[config.mk]
export PLATFORM = sky130hd
export DESIGN_NAME = sipo_expander
export DESIGN_NICKNAME = d
export VERILOG_FILES = /design/src/sipo_pkg.sv /design/src/sipo_stage.sv /design/src/sipo_expander.sv
export SDC_FILE = /design/constraint.sdc
export NUM_CORES = 1
export LEC_CHECK = 0
export ABC_AREA = 1
export BUFFER_PORTS_ARGS = -buffer_cell sky130_fd_sc_hd__buf_4
export CAP_MARGIN = 5
export CORE_MARGIN = 2
export CORE_UTILIZATION = 45
export CTS_CLUSTER_DIAMETER = 30
export DETAILED_ROUTE_END_ITERATION = 8
export PLACE_DENSITY = 0.62
export REMOVE_ABC_BUFFERS = 1
export SLEW_MARGIN = 5
export SYNTH_ARGS = -nofsm -noshare
export SYNTH_HDL_FRONTEND = slang
export SYNTH_HIERARCHICAL = 1
export SYNTH_SLANG_ARGS = --single-unit
[constraint.sdc]
create_clock -name clk -period 1.5 [get_ports clk]
set_input_delay 0.225 -clock clk [delete_from_list [all_inputs] [get_ports clk]]
set_output_delay 0.225 -clock clk [all_outputs]
set_load 0.02 [all_outputs]
[src/sipo_pkg.sv]
package sipo_pkg;
  localparam int SIPO_WIDTH = 16;
  localparam int SIPO_IDX_W = 4;
  localparam logic [15:0] SIPO_SHIFT_RST = 16'h0000;
  localparam logic [15:0] SIPO_LATCH_RST = 16'h0000;
  localparam logic [15:0] SIPO_CLEARED = 16'h0000;
  // Host link ceiling, checked against clk rate of 100 MHz
  localparam int SIPO_LINK_MHZ = 5;
  localparam int SIPO_CLK_MHZ = 100;
  localparam int SIPO_MIN_SCK_CYC = SIPO_CLK_MHZ / SIPO_LINK_MHZ;
endpackage

[src/sipo_stage.sv]
`timescale 1ns/1ps
// One bit of shift chain plus its output latch
module sipo_stage (
  input wire logic clk,
  input wire logic reset,
  input wire logic shift_en,
  input wire logic shift_in,
  input wire logic latch_load,
  input wire logic latch_clear,
  output logic shift_q,
  output logic latch_q
);
  import sipo_pkg::*;

  always_ff @(posedge clk or posedge reset) begin
    if (reset) begin
      shift_q <= 1'b0;
    end else if (shift_en) begin
      shift_q <= shift_in;
    end
  end

  always_ff @(posedge clk or posedge reset) begin
    if (reset) begin
      latch_q <= 1'b0;
    end else if (latch_clear) begin
      latch_q <= 1'b0;
    end else if (latch_load) begin
      // Take the post-shift value so the output has no extra lag
      latch_q <= shift_en ? shift_in : shift_q;
    end
  end
endmodule

[src/sipo_expander.sv]
`timescale 1ns/1ps
module sipo_expander (
  input wire logic clk,
  input wire logic reset,
  input wire logic serial_data,
  input wire logic shift_clock,
  input wire logic latch_strobe_n,
  input wire logic output_clear_n,
  output logic [sipo_pkg::SIPO_WIDTH-1:0] parallel_outputs,
  output logic serial_out
);
  import sipo_pkg::*;

  ////////////////////////////////////////////////////////////////////////
  // Shift clock edge detect; pins are already synchronous to clk
  logic sck_prev_r;
  logic [SIPO_WIDTH-1:0] shift_q;
  logic [SIPO_WIDTH-1:0] latch_q;
  logic [SIPO_WIDTH-1:0] stage_in;
  logic [SIPO_WIDTH-1:0] shift_nxt;
  logic [SIPO_WIDTH-1:0] chain_in;
  logic [SIPO_WIDTH-1:0] chain_q;
  wire sck_rise = shift_clock & ~sck_prev_r;
  wire clear_act = ~output_clear_n;
  // Transparent latch: with strobe low, copy the value the stage is taking
  wire latch_open = ~latch_strobe_n;

  always_ff @(posedge clk or posedge reset) begin
    if (reset) begin
      sck_prev_r <= 1'b0;
    end else begin
      sck_prev_r <= shift_clock;
    end
  end

  ////////////////////////////////////////////////////////////////////////
  // Next shift contents seen by the latches, so the output tracks
  // the shift without an extra cycle of lag
  assign shift_nxt = sck_rise ? {shift_q[SIPO_WIDTH-2:0], serial_data}
                              : shift_q;
  assign stage_in = shift_nxt;
  assign chain_in = {shift_r[SIPO_WIDTH-2:0], serial_data};

  // Clear not wired to the shift chain: it only blanks the latches
  genvar gi;
  generate
    for (gi = 0; gi < SIPO_WIDTH; gi++) begin : g_stage
      sipo_stage u_stage (
        .clk(clk),
        .reset(reset),
        .shift_en(sck_rise),
        .shift_in(chain_in[gi]),
        .latch_load(latch_open),
        .latch_clear(clear_act),
        .shift_q(chain_q[gi]),
        .latch_q(latch_q[gi])
      );
    end
  endgenerate

  ////////////////////////////////////////////////////////////////////////
  // Shift chain kept here so the latches can see its next value
  logic [SIPO_WIDTH-1:0] shift_r;
  always_ff @(posedge clk or posedge reset) begin
    if (reset) begin
      shift_r <= SIPO_SHIFT_RST;
    end else begin
      shift_r <= shift_nxt;
    end
  end
  assign shift_q = shift_r;

  logic [SIPO_WIDTH-1:0] par_r;
  logic so_r;
  always_ff @(posedge clk or posedge reset) begin
    if (reset) begin
      par_r <= SIPO_LATCH_RST;
      so_r <= 1'b0;
    end else begin
      if (clear_act) begin
        par_r <= SIPO_CLEARED;
      end else if (latch_open) begin
        par_r <= stage_in;
      end
      so_r <= shift_nxt[SIPO_WIDTH-1];
    end
  end
  assign parallel_outputs = par_r;
  assign serial_out = so_r;
endmodule

==> impl_metrics.csv <==
group,metric,value,unit
sta,final.period_utilization,76.6,%
sta,hold_viol_final,0,
layout,nets,190,
route,postRouteAntennaNets,0,
sta,worst_slew_margin_rel,73.1,%
power,netSwitchingFraction,29.2,%
grt,grt_first_pass_wirelength,4.42,mm
route,vias,1015,
sta,setup_tns,0,ns
clocking,clkTransAtPathRegs,0.10,ns
critical_path,critPathLaunchType,"register",
power,pwr-share-comb,20.9,%
critical_path,end_kind,"register",
power,totalPowerFinal,2070,uW
route,drt-pass1-iter-count,4,
power,seqPwrFrac,51.4,%
critical_path,crit_arrival,1.43,ns
synth,ys_ff_latch,33,
die,die_area,3640,um^2
sta,clock.fmax,871,MHz
critical_path,critPathTopFamily,"simple AND/OR/NAND/NOR gates",
clocking,cts_setup_buffers,0,
layout,n_antenna_cell,0,
route,via_per_inst,4.43,
die,num_io_pins,23,
layout,drive_gt1_share,18.9,%
run_status,status,"complete, no violations",
hold_path,hold_class,"primary input to register",
synth,synth_cell_type_count,10,
placed_design,gp_congestion,0.716,
clocking,cts_tree,"yes",
synth,avgSynthCellArea,8.98,um^2
grt,grt_max_degree,34,
clocking,root_buffer,"clkbuf_4",
clocking,cts.sinks,33,
sta,worst_slew_pin_slew,0.404,ns
grt,gr-total-overflow,0,
sta,rsz0062_at_grt,"no",
layout,fin_util,55.5,%
critical_path,worst-path-buf-inv,1,
critical_path,critPathRequiredTime,1.78,ns
power,p_int,1460,uW
die,die_x,60.3,um
layout,area_delta_synth_final,17.6,%
die,start_util,47.1,%
power,netSwitchingPower,605,uW
sta,period_needed,1.15,ns
clocking,clk_path_buf_depth,2,
clocking,clk_latency,0.33,ns
critical_path,crit_path_frequent_cell,"nand2_1",
critical_path,cpPeakStageDelay,0.38,ns
sta,slew_violations,0,
power,power_frac_clock,27.7,%
route,drtIter0Drc,23,
route,drc,0,
critical_path,critPathMaxFanout,17,
route,wl_per_cell,10.8,um
synth,ys_warn_count,6,
run,cap_violations,0,
route,routed_wl,2.48,mm
power,power.density,1230,nW/um^2
die,rows,20,
layout,fillerInstances,292,
critical_path,crit_chain,"inv_2, nand2_4, nand2_1, nand3_1, nand2_1",
critical_path,criticalPathCategory,"register to register",
synth,yosysSeqAreaShare,57.8,%
placed_design,placed_cell_area,1600,um^2
grt,antenna_found_initial,0,
die,core-area,3030,um^2
placed_design,portBuffers,22,
critical_path,rrSetupSlack,0.35,ns
layout,final_area,1680,um^2
layout,fin_cells,229,
clocking,cts_max_level,2,
sta,setup_viol,0,
clocking,cts_buffers,5,
sta,skew,0.00784,ns
grt,grtUsageTotal,17.1,%
placed_design,dp_hpwl,1.59,mm
grt,grt_pass1_vias,979,
power,power_leakage,0.000893,uW
synth,syn_inst,159,
synth,netlist_area,1430,um^2
critical_path,cpMaxStageDelayCell,"dfrtp_1",
placed_design,placed_cells,220,
power,vdd_ir_drop_max,0.585,mV
die,die_h,60.3,um
## registers in the layout, summed over array words and instances, names as in the netlist
name	cells
sck_prev_r	1
parallel_outputs	16
shift_q	16
## worst paths after layout
check	depth (start not counted)	end	from
setup / recovery	5	parallel_outputs[13]	sck_prev_r
hold / removal	1	sck_prev_r	shift_clock
setup reg to reg	5	parallel_outputs[13]	sck_prev_r
hold reg to reg	2	parallel_outputs[12]	parallel_outputs[12]
max in group asynchronous	4	shift_q[8]	reset
min in group asynchronous	4	parallel_outputs[4]	reset
## Yosys cell counts
| cell type | count | share of area [%] |
|---|---|---|
| buf_4 | 3 | 1.6 |
| and2_1 | 16 | 7.0 |
| nand3_1 | 32 | 11 |
| nor2_4 | 1 | 0.79 |
| nand2_4 | 1 | 0.79 |
| inv_1 | 19 | 5.0 |
| nand2_1 | 49 | 13 |
| buf_6 | 3 | 2.4 |
| dfrtp_1 | 33 | 58 |
| inv_2 | 2 | 0.53 |
## repair_timing
item	4_1_cts	5_1_grt
endpoints found under the hold margin	33	0
gates resized for setup	0	0
hold buffers	1	0
## cell families after synthesis
logic type             after synthesis  synth area share [%]
buffers and inverters               27                  9.47
flip-flops                          33                  57.8
AND/OR/NAND/NOR                     99                  32.7
## final cells by class
type / count / area, um^2 / share of cell area (%)
clock buffers: 7 / 65.1 / 3.87
clock inverters: 1 / 5.00 / 0.298
inverters: 21 / 78.8 / 4.69
multi-input cells: 99 / 467 / 27.8
flip-flops and latches: 33 / 826 / 49.2
well taps: 44 / 55.1 / 3.28
repair buffers: 24 / 183 / 10.9
## metrics by stage
stage / hold slack [ns] / worst slack [ns]
3_3_place_gp: 0.343 / 0.414
5_1_grt: 0.0932 / 0.248
6_report: 0.125 / 0.351
4_1_cts: 0.105 / 0.338
3_5_place_dp: 0.349 / 0.376
2_1_floorplan: 0.256 / 0.556
## cells in the final DEF (no fill, tap or decap)
master	netlist	final
inv_2	2	2
dlygate4sd3_1	0	1
nand2_1	49	49
buf_4	3	23
clkbuf_8	0	2
clkinv_2	0	1
and2_1	16	16
inv_1	19	19
dfrtp_1	33	33
clkbuf_4	0	5
nor2_4	1	1
nand2_4	1	1
nand3_1	32	32
## per-layer routing
layer / wire length (um) / track usage, % / vias up / part of all wire (%)
li1: - / - / 534 / -
met1: 1210 / 21.9 / 453 / 49
met2: 1110 / 25.8 / 23 / 45
met3: 121 / 7.14 / 5 / 4.9
met4: 36 / 6.67 / 0 / 1.5
met5: 0 / 0 / - / 0
## power by group through the flow
stage | clock network [uW] | registers, uW | logic (uW)
after global routing | 642 | 1080 | 493
after floorplan | 0 | 1140 | 218
after global placement | 0 | 1080 | 430
after CTS | 597 | 1060 | 441
final | 573 | 1060 | 432
after detailed placement | 0 | 1080 | 436
(Power assumes the default switching activity.)
